`src/design/wdtc_regs.svh`:
```
/*
  Register map, field positions, reset values and timing figures of the
  watchdog timeout control block. Assumes an APB slave with byte addresses.
*/
`ifndef WDTC_REGS_SVH
`define WDTC_REGS_SVH

// byte offsets
`define WDTC_OFF_CTRL 8'h00
`define WDTC_OFF_IRQ_STAT 8'h04
`define WDTC_OFF_IRQ_MASK 8'h08

// watchdog_control fields
`define WDTC_SEL_HI 7
`define WDTC_SEL_LO 4
`define WDTC_IRSEL_BIT 3
`define WDTC_FLAG_BIT 2
`define WDTC_ARM_BIT 1
`define WDTC_UNLOCK_BIT 0
`define WDTC_CTRL_RESET 8'h10

// interrupt status / mask layout
`define WDTC_IRQ_TIMEOUT_BIT 0
`define WDTC_IRQ_STAT_RESET 1'h0
`define WDTC_IRQ_MASK_RESET 1'h0

// timeout select codes
`define WDTC_CODE_LAST_TIMED 4'h7
`define WDTC_CODE_IMMEDIATE 4'h8

// time base
`define WDTC_CLK_HZ 250000000
`define WDTC_BASE_HZ 32768
`define WDTC_BASE_TICKS 512
`define WDTC_CNT_W 17

`endif

```
`src/design/wdtc_pkg.sv`:
```
/*
  Types of the watchdog timeout control block.
  Assumes the constants of wdtc_regs.svh for field layout.
*/
package wdtc_pkg;

  typedef struct packed {
    logic [3:0] sel;
    logic irsel;
    logic flag;
    logic arm;
  } wdtc_ctrl_t;

  typedef enum logic {
    WDTC_LOCKED,
    WDTC_OPEN
  } wdtc_lock_t;

endpackage : wdtc_pkg

```
`src/design/wdtc_top.sv`:
```
/*
  Watchdog timeout control: APB register slave, time base divider,
  timeout counter, reset or interrupt response and sticky timeout flag.
  Registers: control word, timeout status (write one to clear) and mask.
  Assumes one 250 MHz clock, synchronous inputs, and that a watchdog reset
  request is turned into a system reset outside without touching RST_B.
  The time base divider truncates, so real periods run slightly short.
  APB answers with no wait state; a reserved select code is dropped whole.
  The supply alarm is a level: while it stands the arm bit cannot be set.
*/
// Our own choices: the register addresses and register access over APB.
`timescale 1ns/1ps
`include "wdtc_regs.svh"

module wdtc_top #(
  parameter int DIV_CYCLES = `WDTC_CLK_HZ / `WDTC_BASE_HZ,
  parameter int BASE_TICKS = `WDTC_BASE_TICKS,
  parameter int CNT_W = `WDTC_CNT_W
) (
  // clock and reset
  input wire logic CLK,
  input wire logic RST_B,
  // apb slave
  input wire logic PSEL,
  input wire logic PENABLE,
  input wire logic PWRITE,
  input wire logic [7:0] PADDR,
  input wire logic [31:0] PWDATA,
  output logic [31:0] PRDATA,
  output logic PREADY,
  output logic PSLVERR,
  // system side
  input wire logic SUPPLY_ALARM,
  output logic WDT_IRQ,
  output logic IRQ_PRIO_HIGH,
  output logic WDT_RESET_REQ
);

  localparam int DIV_W = $clog2(DIV_CYCLES + 1);
  localparam logic [DIV_W-1:0] DIV_LAST = DIV_W'(DIV_CYCLES - 1);
  localparam logic [CNT_W-1:0] BASE_CNT = CNT_W'(BASE_TICKS);
  localparam int N_TIMED = int'(`WDTC_CODE_LAST_TIMED) + 1;

  wdtc_pkg::wdtc_ctrl_t ctrl_r, ctrl_nxt;
  wdtc_pkg::wdtc_lock_t lock_r, lock_nxt;
  logic stat_r, stat_nxt;
  logic mask_r, mask_nxt;
  logic [DIV_W-1:0] div_r, div_nxt;
  logic [CNT_W-1:0] cnt_r, cnt_nxt;
  logic [31:0] prdata_r, prdata_nxt;
  logic pready_r, pready_nxt;
  logic pslverr_r, pslverr_nxt;
  logic irq_r, irq_nxt;
  logic rst_req_r, rst_req_nxt;
  logic access;
  logic wr;
  logic tick;
  logic expire;
  logic reset_resp;

  function automatic logic code_reserved(input logic [3:0] code);
    code_reserved = code > `WDTC_CODE_IMMEDIATE;
  endfunction : code_reserved

  // BASE_TICKS times 2^code ticks of the time base
  function automatic logic [CNT_W-1:0] period_ticks(input logic [3:0] code);
    period_ticks = BASE_CNT << code[2:0];
  endfunction : period_ticks

  function automatic logic [7:0] ctrl_byte(input wdtc_pkg::wdtc_ctrl_t c,
                                           input logic open);
    logic [7:0] b;
    b = 8'h00;
    b[`WDTC_SEL_HI:`WDTC_SEL_LO] = c.sel;
    b[`WDTC_IRSEL_BIT] = c.irsel;
    b[`WDTC_FLAG_BIT] = c.flag;
    b[`WDTC_ARM_BIT] = c.arm;
    b[`WDTC_UNLOCK_BIT] = open;
    ctrl_byte = b;
  endfunction : ctrl_byte

  // completed write to one register
  function automatic logic hits(input logic w, input logic [7:0] a, input logic [7:0] off);
    hits = w && (a == off);
  endfunction : hits

  // addresses that answer without error
  function automatic logic mapped(input logic [7:0] a);
    mapped = a == `WDTC_OFF_CTRL || a == `WDTC_OFF_IRQ_STAT || a == `WDTC_OFF_IRQ_MASK;
  endfunction : mapped

  // read view of a register as it stands at the setup edge
  function automatic logic [31:0] read_word(input logic [7:0] a);
    logic [31:0] w;
    w = 32'h00000000;
    case (a)
      `WDTC_OFF_CTRL: begin
        w[`WDTC_SEL_HI:`WDTC_UNLOCK_BIT] = ctrl_byte(ctrl_r, lock_r == wdtc_pkg::WDTC_OPEN);
      end
      `WDTC_OFF_IRQ_STAT: begin
        w[`WDTC_IRQ_TIMEOUT_BIT] = stat_r;
      end
      `WDTC_OFF_IRQ_MASK: begin
        w[`WDTC_IRQ_TIMEOUT_BIT] = mask_r;
      end
      default: begin
        w = 32'h00000000;
      end
    endcase
    read_word = w;
  endfunction : read_word

  // decoded bus events, shared by the register groups below
  logic slot_wr;
  logic [CNT_W-1:0] period_last [N_TIMED];
  assign access = PSEL & PENABLE & pready_r;
  assign wr = access & PWRITE;
  assign tick = (div_r == DIV_LAST);
  // only a legal code lands; a reserved one still uses up the slot
  assign slot_wr = (lock_r == wdtc_pkg::WDTC_OPEN) && hits(wr, PADDR, `WDTC_OFF_CTRL) &&
                   !code_reserved(PWDATA[`WDTC_SEL_HI:`WDTC_SEL_LO]);

  // one compare value per timed code, fixed by the parameters
  for (genvar g = 0; g < N_TIMED; g++) begin : g_period
    assign period_last[g] = period_ticks(4'(g)) - 1'b1;
  end

  // bus answer: ready and data prepared in the setup cycle, no wait state
  always_comb begin
    prdata_nxt = prdata_r;
    pready_nxt = 1'b0;
    pslverr_nxt = 1'b0;
    if (PSEL && !PENABLE) begin
      pready_nxt = 1'b1;
      prdata_nxt = read_word(PADDR);
      pslverr_nxt = !mapped(PADDR);
    end
  end

  always_ff @(posedge CLK or negedge RST_B) begin
    if (!RST_B) begin
      prdata_r <= 32'h00000000;
      pready_r <= 1'b0;
      pslverr_r <= 1'b0;
    end else begin
      prdata_r <= prdata_nxt;
      pready_r <= pready_nxt;
      pslverr_r <= pslverr_nxt;
    end
  end

  // unlock sequence: the transfer right after the unlock closes the slot
  always_comb begin
    lock_nxt = lock_r;
    case (lock_r)
      wdtc_pkg::WDTC_LOCKED: begin
        if (hits(wr, PADDR, `WDTC_OFF_CTRL) && PWDATA[`WDTC_UNLOCK_BIT]) begin
          lock_nxt = wdtc_pkg::WDTC_OPEN;
        end
      end
      wdtc_pkg::WDTC_OPEN: begin
        if (access) begin
          lock_nxt = wdtc_pkg::WDTC_LOCKED;
        end
      end
      default: begin
        lock_nxt = wdtc_pkg::WDTC_LOCKED;
      end
    endcase
  end

  always_ff @(posedge CLK or negedge RST_B) begin
    if (!RST_B) begin
      lock_r <= wdtc_pkg::WDTC_LOCKED;
    end else begin
      lock_r <= lock_nxt;
    end
  end

  // timeout detection; code 8 needs no tick and fires on the first armed clock
  always_comb begin
    expire = 1'b0;
    reset_resp = !ctrl_r.irsel || ctrl_r.sel == `WDTC_CODE_IMMEDIATE;
    if (ctrl_r.arm) begin
      if (ctrl_r.sel == `WDTC_CODE_IMMEDIATE) begin
        expire = 1'b1;
      end else if (tick && ctrl_r.sel <= `WDTC_CODE_LAST_TIMED) begin
        expire = (cnt_r == period_last[ctrl_r.sel[2:0]]);
      end
    end
  end

  // control word, time base and timeout counter
  always_comb begin
    ctrl_nxt = ctrl_r;
    div_nxt = tick ? '0 : div_r + 1'b1;
    cnt_nxt = cnt_r;
    rst_req_nxt = 1'b0;
    if (ctrl_r.arm && tick && !expire && ctrl_r.sel <= `WDTC_CODE_LAST_TIMED) begin
      cnt_nxt = cnt_r + 1'b1;
    end
    if (slot_wr) begin
      ctrl_nxt.sel = PWDATA[`WDTC_SEL_HI:`WDTC_SEL_LO];
      ctrl_nxt.irsel = PWDATA[`WDTC_IRSEL_BIT];
      ctrl_nxt.arm = PWDATA[`WDTC_ARM_BIT];
      if (!PWDATA[`WDTC_FLAG_BIT]) begin
        ctrl_nxt.flag = 1'b0;
      end
      if (PWDATA[`WDTC_ARM_BIT]) begin
        cnt_nxt = '0;
        div_nxt = '0;
      end
    end
    if (SUPPLY_ALARM) begin
      ctrl_nxt.arm = 1'b0;
    end
    // events applied after the software write so a set beats a clear
    if (expire) begin
      ctrl_nxt.flag = 1'b1;
      cnt_nxt = '0;
      if (reset_resp) begin
        rst_req_nxt = 1'b1;
        ctrl_nxt.arm = 1'b0;
      end
    end
  end

  // flag survives a watchdog reset: only RST_B or a control write with the flag bit low clears it
  always_ff @(posedge CLK or negedge RST_B) begin
    if (!RST_B) begin
      ctrl_r <= wdtc_pkg::wdtc_ctrl_t'(`WDTC_CTRL_RESET >> `WDTC_ARM_BIT);
      div_r <= '0;
      cnt_r <= '0;
      rst_req_r <= 1'b0;
    end else begin
      ctrl_r <= ctrl_nxt;
      div_r <= div_nxt;
      cnt_r <= cnt_nxt;
      rst_req_r <= rst_req_nxt;
    end
  end

  // status, mask and interrupt; no global enable anywhere in this path
  always_comb begin
    stat_nxt = stat_r;
    mask_nxt = mask_r;
    if (hits(wr, PADDR, `WDTC_OFF_IRQ_STAT) && PWDATA[`WDTC_IRQ_TIMEOUT_BIT]) begin
      stat_nxt = 1'b0;
    end
    if (hits(wr, PADDR, `WDTC_OFF_IRQ_MASK)) begin
      mask_nxt = PWDATA[`WDTC_IRQ_TIMEOUT_BIT];
    end
    if (expire && !reset_resp) begin
      stat_nxt = 1'b1;
    end
    irq_nxt = stat_r & mask_r;
  end

  always_ff @(posedge CLK or negedge RST_B) begin
    if (!RST_B) begin
      stat_r <= `WDTC_IRQ_STAT_RESET;
      mask_r <= `WDTC_IRQ_MASK_RESET;
      irq_r <= 1'b0;
    end else begin
      stat_r <= stat_nxt;
      mask_r <= mask_nxt;
      irq_r <= irq_nxt;
    end
  end

  // priority is hard wired, so a flop that only ever loads one
  logic prio_r;
  always_ff @(posedge CLK or negedge RST_B) begin
    if (!RST_B) begin
      prio_r <= 1'b1;
    end else begin
      prio_r <= 1'b1;
    end
  end

  assign PRDATA = prdata_r;
  assign PREADY = pready_r;
  assign PSLVERR = pslverr_r;
  assign WDT_IRQ = irq_r;
  assign IRQ_PRIO_HIGH = prio_r;
  assign WDT_RESET_REQ = rst_req_r;

endmodule : wdtc_top

```
`config.mk`:
```
export PLATFORM = sky130hd
export DESIGN_NAME = wdtc_top
export DESIGN_NICKNAME = d
export VERILOG_FILES = /design/src/design/wdtc_pkg.sv /design/src/design/wdtc_top.sv
export VERILOG_INCLUDE_DIRS = /design/src /design/src/design
export SDC_FILE = /design/constraint.sdc
export NUM_CORES = 1
export LEC_CHECK = 0
export BUFFER_PORTS_ARGS = -buffer_cell sky130_fd_sc_hd__buf_2
export CORE_MARGIN = 2
export CORE_UTILIZATION = 47
export DETAILED_ROUTE_END_ITERATION = 10
export GPL_TIMING_DRIVEN = 0
export HOLD_SLACK_MARGIN = 0.1
export PLACE_DENSITY = 0.76
export SYNTH_ARGS = -nofsm -noshare
export SYNTH_HDL_FRONTEND = slang
export SYNTH_SLANG_ARGS = --single-unit
```
`constraint.sdc`:
```
create_clock -name CLK -period 2.51 [get_ports CLK]
set_input_delay 0.1255 -clock CLK [delete_from_list [all_inputs] [get_ports CLK]]
set_output_delay 0.1255 -clock CLK [all_outputs]
set_load 0.01 [all_outputs]
```
# [Word-level counts from Yosys, hierarchy flattened]
# Memory sizes are Yosys's and may differ from the RTL's.
# Cells that the tools add are included.
[op_classes] addsub=2 n_lt_le_gt_ge=3 eq_ne=6 muxes=28 n_bitwise=6 reduce_logical=26
[ops] operator="two-way mux 17 bit" n=6
[ops] operator="two-way mux 13 bit" n=3
[ops] operator="adder 17 x 1 -> 17 bit (second input constant)" n=1
[ops] operator="== test 17 bit" n=1
[ops] operator="two-way mux 1 bit" n=14
[ops] operator="adder 13 x 1 -> 13 bit (second input constant)" n=1
[ops] operator="== test 13 bit (second input constant)" n=1
[ops] operator="logical AND 1 bit" n=13
[ops] operator="== test 8 x 3 -> 1 bit (second input constant)" n=1
[ops] operator="== test 8 x 4 -> 1 bit (second input constant)" n=1
[ops] operator="logical NOT 8 bit" n=1
[ops] operator="two-way mux 7 bit" n=1
[ops] operator="logical NOT 1 bit" n=6
[ops] operator="AND 1 bit" n=4
[ops] operator="== test 4 bit (second input constant)" n=1
[ops] operator=">= comparator 4 bit (second input constant)" n=1
[ops] operator="> comparator 4 bit (second input constant)" n=1
[ops] operator="<= comparator 4 x 3 -> 1 bit (second input constant)" n=1
[ops] operator="two-way mux 2 bit" n=2
[ops] operator="inverter 3 -> 4 bit" n=1
[ops] operator="nonzero test 2 bit" n=2
[ops] operator="logical OR 1 bit" n=3
[ops] operator="one-hot mux 1 bit (3 select lines)" n=1
[ops] operator="!= test 2 x 1 -> 1 bit (second input constant)" n=1
[ops] operator="other kinds (3)" n=3
[totals] reg_bits=52 rom_bits=136 output_inout_bits=37 word_cells=86 n_memories=1
[mem_list] name="(name not given)" depth=8 word_bits=17 read_ports=1 rd_ports_with_merged_regs=0 wr=0 line_no="wdtc_top.sv:188" source="expire = (cnt_r == period_last[ctrl_r.sel[2:0]]);"

# [Longest topological paths before layout]
[logic_depth] ltp_word=15 depth_mapped=9 ltp_nobuf=8

# [Worst setup path after synthesis]
# Ideal clock, no wire load.
[synth_path] path_kind="register -> register" from="reg div_r[0]" to="reg cnt_r[12]" setup_ns=0.130 arrival_ns=2.212 path_slack_ns=0.169 stages_incl_launch_ff=10 synth_period_minus_slack_ns=2.341 path_cell_list="dfrtp_1 -> inv_1 -> ha_1 -> nand3b_1 -> or4_4 -> nor2_4 -> or4b_4 -> a22oi_4 -> buf_6 -> a21oi_1"
[synth_via] elab_chain_cells=12
[synth_rtl] element="start, declared" line_no="wdtc_top.sv:48" source="logic [DIV_W-1:0] div_r, div_nxt;"
[synth_rtl] element="start signal, assigned" line_no="wdtc_top.sv:237" source="div_r <= div_nxt;"
[synth_rtl] element="== test 13 bit (*)" line_no="wdtc_top.sv:118" source="assign tick = (div_r == DIV_LAST);"
[synth_rtl] element="logical AND 1 bit (no source line)"
[synth_rtl] element="two-way mux 1 bit" line_no="wdtc_top.sv:187" source="end else if (tick && ctrl_r.sel <= `WDTC_CODE_LAST_TIMED) begin"
[synth_rtl] element="two-way mux 1 bit" line_no="wdtc_top.sv:185" source="if (ctrl_r.sel == `WDTC_CODE_IMMEDIATE) begin"
[synth_rtl] element="two-way mux 1 bit" line_no="wdtc_top.sv:184" source="if (ctrl_r.arm) begin"
[synth_rtl] element="logical NOT 1 bit" line_no="wdtc_top.sv:199" source="if (ctrl_r.arm && tick && !expire && ctrl_r.sel <= `WDTC_CODE_LAST_TIMED) begin"
[synth_rtl] element="logical AND 1 bit" line_no="wdtc_top.sv:199"
[synth_rtl] element="logical AND 1 bit (no source line)"
[synth_rtl] element="two-way mux 17 bit" line_no="wdtc_top.sv:199"
[synth_rtl] element="two-way mux 17 bit" line_no="wdtc_top.sv:209" source="if (PWDATA[`WDTC_ARM_BIT]) begin"
[synth_rtl] element="two-way mux 17 bit" line_no="wdtc_top.sv:202" source="if (slot_wr) begin"
[synth_rtl] element="two-way mux 17 bit (*)" line_no="wdtc_top.sv:218" source="if (expire) begin"
[synth_rtl] element="net cnt_nxt[12]" line_no="wdtc_top.sv:49" source="logic [CNT_W-1:0] cnt_r, cnt_nxt;"
[synth_rtl] element="end signal, assigned" line_no="wdtc_top.sv:238" source="cnt_r <= cnt_nxt;"
[synth_rtl] element="end, declared" line_no="wdtc_top.sv:49"
# The timed path passes the listed nets; every way through them passes the cells marked *.
# A chain may end at the register's enable or synchronous reset.

# [Worst setup path after layout]
[layout_path] from="reg div_r[0]" to="reg cnt_r[10]"
# Same word-level chain as after synthesis.

==> flow_metrics.tcl <==
set metrics [dict create \
    hp-start "PWDATA[6]" \
    fp.coreArea_mm2 0.00592 \
    sw_share 0.231 \
    final_replace_weighted_congestion 0.823 \
    tightestPinTransition_ns 1.30 \
    cp_cell_sequence "inv_2 > ha_4 > nand3b_1 > or4_4 > nor2_4 > or4b_4 > a22oi_4 > buf_6 > a21oi_1" \
    clock_tree_from_tritoncts "built" \
    timing.critical_path.slowest_cell_delay_ns 0.54 \
    synthFlopType "sky130_fd_sc_hd__dfrtp_1" \
    timing_worst_setup_path_type "flop to flop" \
    worst_setup_hold_path_clk_slew_ns 0.09 \
    grt.total_usage 0.197 \
    post_synth_instance_area_mm2 0.00288 \
    slew_headroom 0.124 \
    netlist-cell-type-count 50 \
    finalWorstPathRequiredPeriod_ns 2.47 \
    io-pin-count 83 \
    number_of_iterations_in_the_first_detailed_routing_pass 4 \
    gate_power_share 0.077 \
    dieWidth_um 82.3 \
    syn-mean-instance-area_um2 9.50 \
    share_seq_of_total_power 0.598 \
    synthArstFlopShare 1.00 \
    mostFrequentLayoutCell "sky130_fd_sc_hd__dfrtp_1" \
    cts_root_buffer "sky130_fd_sc_hd__clkbuf_8" \
    full_die_area_mm2 0.00677 \
    yosys.area.top_type "sky130_fd_sc_hd__dfrtp_1" \
    critical_path.slowest_cell "sky130_fd_sc_hd__or4_4" \
    grt_pass1_wl_um 10500 \
    nets 431 \
    largest_net_degree_at_the_start_of_global_routing 53 \
    final_layout_size_suffix_gt1_frac 0.254 \
    finClkSkew_ns 0.00465 \
    post_synth_main_area_contributors "sky130_fd_sc_hd__dfrtp_1 44%, sky130_fd_sc_hd__buf_4 7.3%, sky130_fd_sc_hd__a21oi_1 3.5%, sky130_fd_sc_hd__xor2_1 3.0%, sky130_fd_sc_hd__nand2_1 3.0%" \
    start_kind "flop" \
    clkSinkCount 52 \
    netlist_instances 303 \
    setup_ws_ns 0.0417 \
    clock_power_share 0.325 \
    synth_edf_count 0 \
    timing.critical_path.from "div_r[0]$_DFF_PN0_" \
    insertion_delay_ns 0.30 \
    grt_remaining_overflow 0 \
    post-place-ws_ns -0.0941 \
    grt_antenna_before_repair 0 \
    hold_violations 0 \
    ys_warn_count 0 \
    final_min_period_over_clock_period 0.983 \
    row_count 28 \
    floorplan.initialDensity 0.486 \
    cts_max_path_buffers 2 \
    hp-class "input port to flop" \
    power_mw 1.40 \
    detailedPlacementHpwl_um 4400 \
    layout.core_utilization 0.590 \
    route.detailed.drc 0 \
    drt_wl_total_um 6200 \
    chipHeight_um 82.3 \
    power_per_cell_area_mw_per_mm2 402 \
    diodes 0 \
    setup_repair_after_global_routing_missed_its_margin "yes" \
    final.hold.worst_slack_ns 0.107 \
    cellLeakagePower_nw 1.64 \
    power.switching_mw 0.325 \
    vias 2416 \
    route.detailed.vias_per_inst 5.29 \
    route.detailed.wl_per_inst_um 13.6 \
    peakVddDrop_v 0.000299 \
    crit_path_end_kind "flop" \
    postRouteAntennaNets 0 \
    maxCapViolations 0 \
    tritoncts.num_buffers 5 \
    synthDominantCellAreaShare 0.443 \
    p_int_mw 1.08 \
    path_delay_family "simple AND/OR/NAND/NOR gates" \
    ys_seq_elements 52 \
    layout.cells.most_common_list "51 x sky130_fd_sc_hd__dfrtp_1, 34 x sky130_fd_sc_hd__buf_4, 32 x sky130_fd_sc_hd__buf_2, 25 x sky130_fd_sc_hd__conb_1, 23 x sky130_fd_sc_hd__nand2_1" \
    run_status "completed" \
    final-max-slew-violation-count 0 \
    synth-seq-area-share 0.453 \
    worst_r2r_startpoint "div_r[0]$_DFF_PN0_" \
    timing.critical_path.buf_inv 2 \
    portBuffers 32 \
    drtIter0Drc 138 \
    areaGrowthSynthToFinish_pct 21.5 \
    required_worst_endpoint_ns 2.70 \
    crit_arrival_ns 2.66 \
    ctsHtreeMaxLevel 2 \
    clock.fmax_mhz 405 \
    finalSetupViolations 0 \
    path_max_fanout 5 \
    grt_pass1_vias 2318 \
]
cell type report:
| class | count | area (um^2) |
|---|---|---|
| Buffer | 36 | 255 |
| Multi-Input combinational cell | 227 | 1410 |
| Tap cell | 75 | 93.8 |
| Clock inverter | 1 | 5.00 |
| Inverter | 11 | 41.3 |
| Timing Repair Buffer | 49 | 319 |
| Clock buffer | 6 | 72.6 |
| Fill cell | 512 | 2420 |
| Sequential cell | 52 | 1300 |
cell usage after synthesis, types with 4 or more instances:
cell                       number
sky130_fd_sc_hd__a21oi_1       20
sky130_fd_sc_hd__a22o_1         7
sky130_fd_sc_hd__and2_1         4
sky130_fd_sc_hd__and3_1         6
sky130_fd_sc_hd__buf_4         28
sky130_fd_sc_hd__clkbuf_1       5
sky130_fd_sc_hd__dfrtp_1       51
sky130_fd_sc_hd__inv_1         11
sky130_fd_sc_hd__nand2_1       23
sky130_fd_sc_hd__nand3_1       13
sky130_fd_sc_hd__nand4_1        6
sky130_fd_sc_hd__nor2_1        21
sky130_fd_sc_hd__nor3_1         4
sky130_fd_sc_hd__o21ai_0       17
sky130_fd_sc_hd__o31ai_1        9
sky130_fd_sc_hd__or3_1          9
sky130_fd_sc_hd__or4_1          7
sky130_fd_sc_hd__xnor2_1        4
sky130_fd_sc_hd__xor2_1        10
power by group through the flow:
stage / Combinational [mW] / Sequential, mW / Clock (mW)
6_report: 0.108 / 0.841 / 0.457
5_1_grt: 0.122 / 0.841 / 0.501
4_1_cts: 0.107 / 0.841 / 0.469
3_3_place_gp: 0.0957 / 0.857 / 0
3_5_place_dp: 0.0968 / 0.857 / 0
2_1_floorplan: 0.0554 / 0.858 / 0
worst paths after layout:
path / endpoint / slack, ns / cells past startpoint
worst max-delay path: cnt_r[10]$_DFF_PN0_ / 0.04 / 9
worst min-delay path: ctrl_r[5]$_DFFE_PN0P_ / 0.11 / 2
worst max register to register: cnt_r[10]$_DFF_PN0_ / 0.04 / 9
worst min register to register: PRDATA[0]$_DFFE_PN0P_ / 0.50 / 2
max in group asynchronous: ctrl_r[4]$_DFFE_PN0P_ / 1.18 / 2
min in group asynchronous: ctrl_r[5]$_DFFE_PN0P_ / 0.62 / 2
logic make-up (layout without fill, tap and decap cells):
kind of cell               after synthesis  after routing  synth area share
muxes                                    5              5            0.0187
and+or+nand+nor                        115            115             0.220
AOI/OAI and AO/OA                       65             65             0.150
other                                    2             25           0.00261
xor gates and xnor gates                14             14            0.0426
adders and majority gates                3              3            0.0130
buffers and inverters                   47            103             0.101
DFF                                     52             52             0.453
metal layers:
layer / vias up / wire length [um] / track usage / share of wire
met5: - / 0 / 0 / 0
met4: 0 / 74 / 0.0583 / 0.012
met3: 9 / 262 / 0.0348 / 0.042
met2: 52 / 3140 / 0.343 / 0.51
met1: 1166 / 2720 / 0.250 / 0.44
li1: 1189 / - / - / -
repair_timing:
item,4_1_cts,5_1_grt
setup endpoints to repair,12,19
endpoints found under the hold margin,49,0
gates cloned,1,0
hold buffers,8,0
gates resized for setup,2,13
buffers inserted,3,5
pin swaps,1,5
through the flow:
step | area (um^2) | setup TNS [ns] | cells
floorplan | 2960 | 0 | 326
global placement | 3220 | -0.371 | 433
detailed placement | 3220 | -0.885 | 433
CTS | 3420 | 0 | 452
global route | 3500 | -0.281 | 457
finish | 3500 | 0 | 457
flip-flops by register name, summed over array words and instances (netlist names):
register       flops
stat_r             1
div_r             13
WDT_RESET_REQ      1
ctrl_r             7
lock_r             1
WDT_IRQ            1
mask_r             1
cnt_r             17
PRDATA             8
PREADY             1
PSLVERR            1
(Power assumes the default switching activity.)
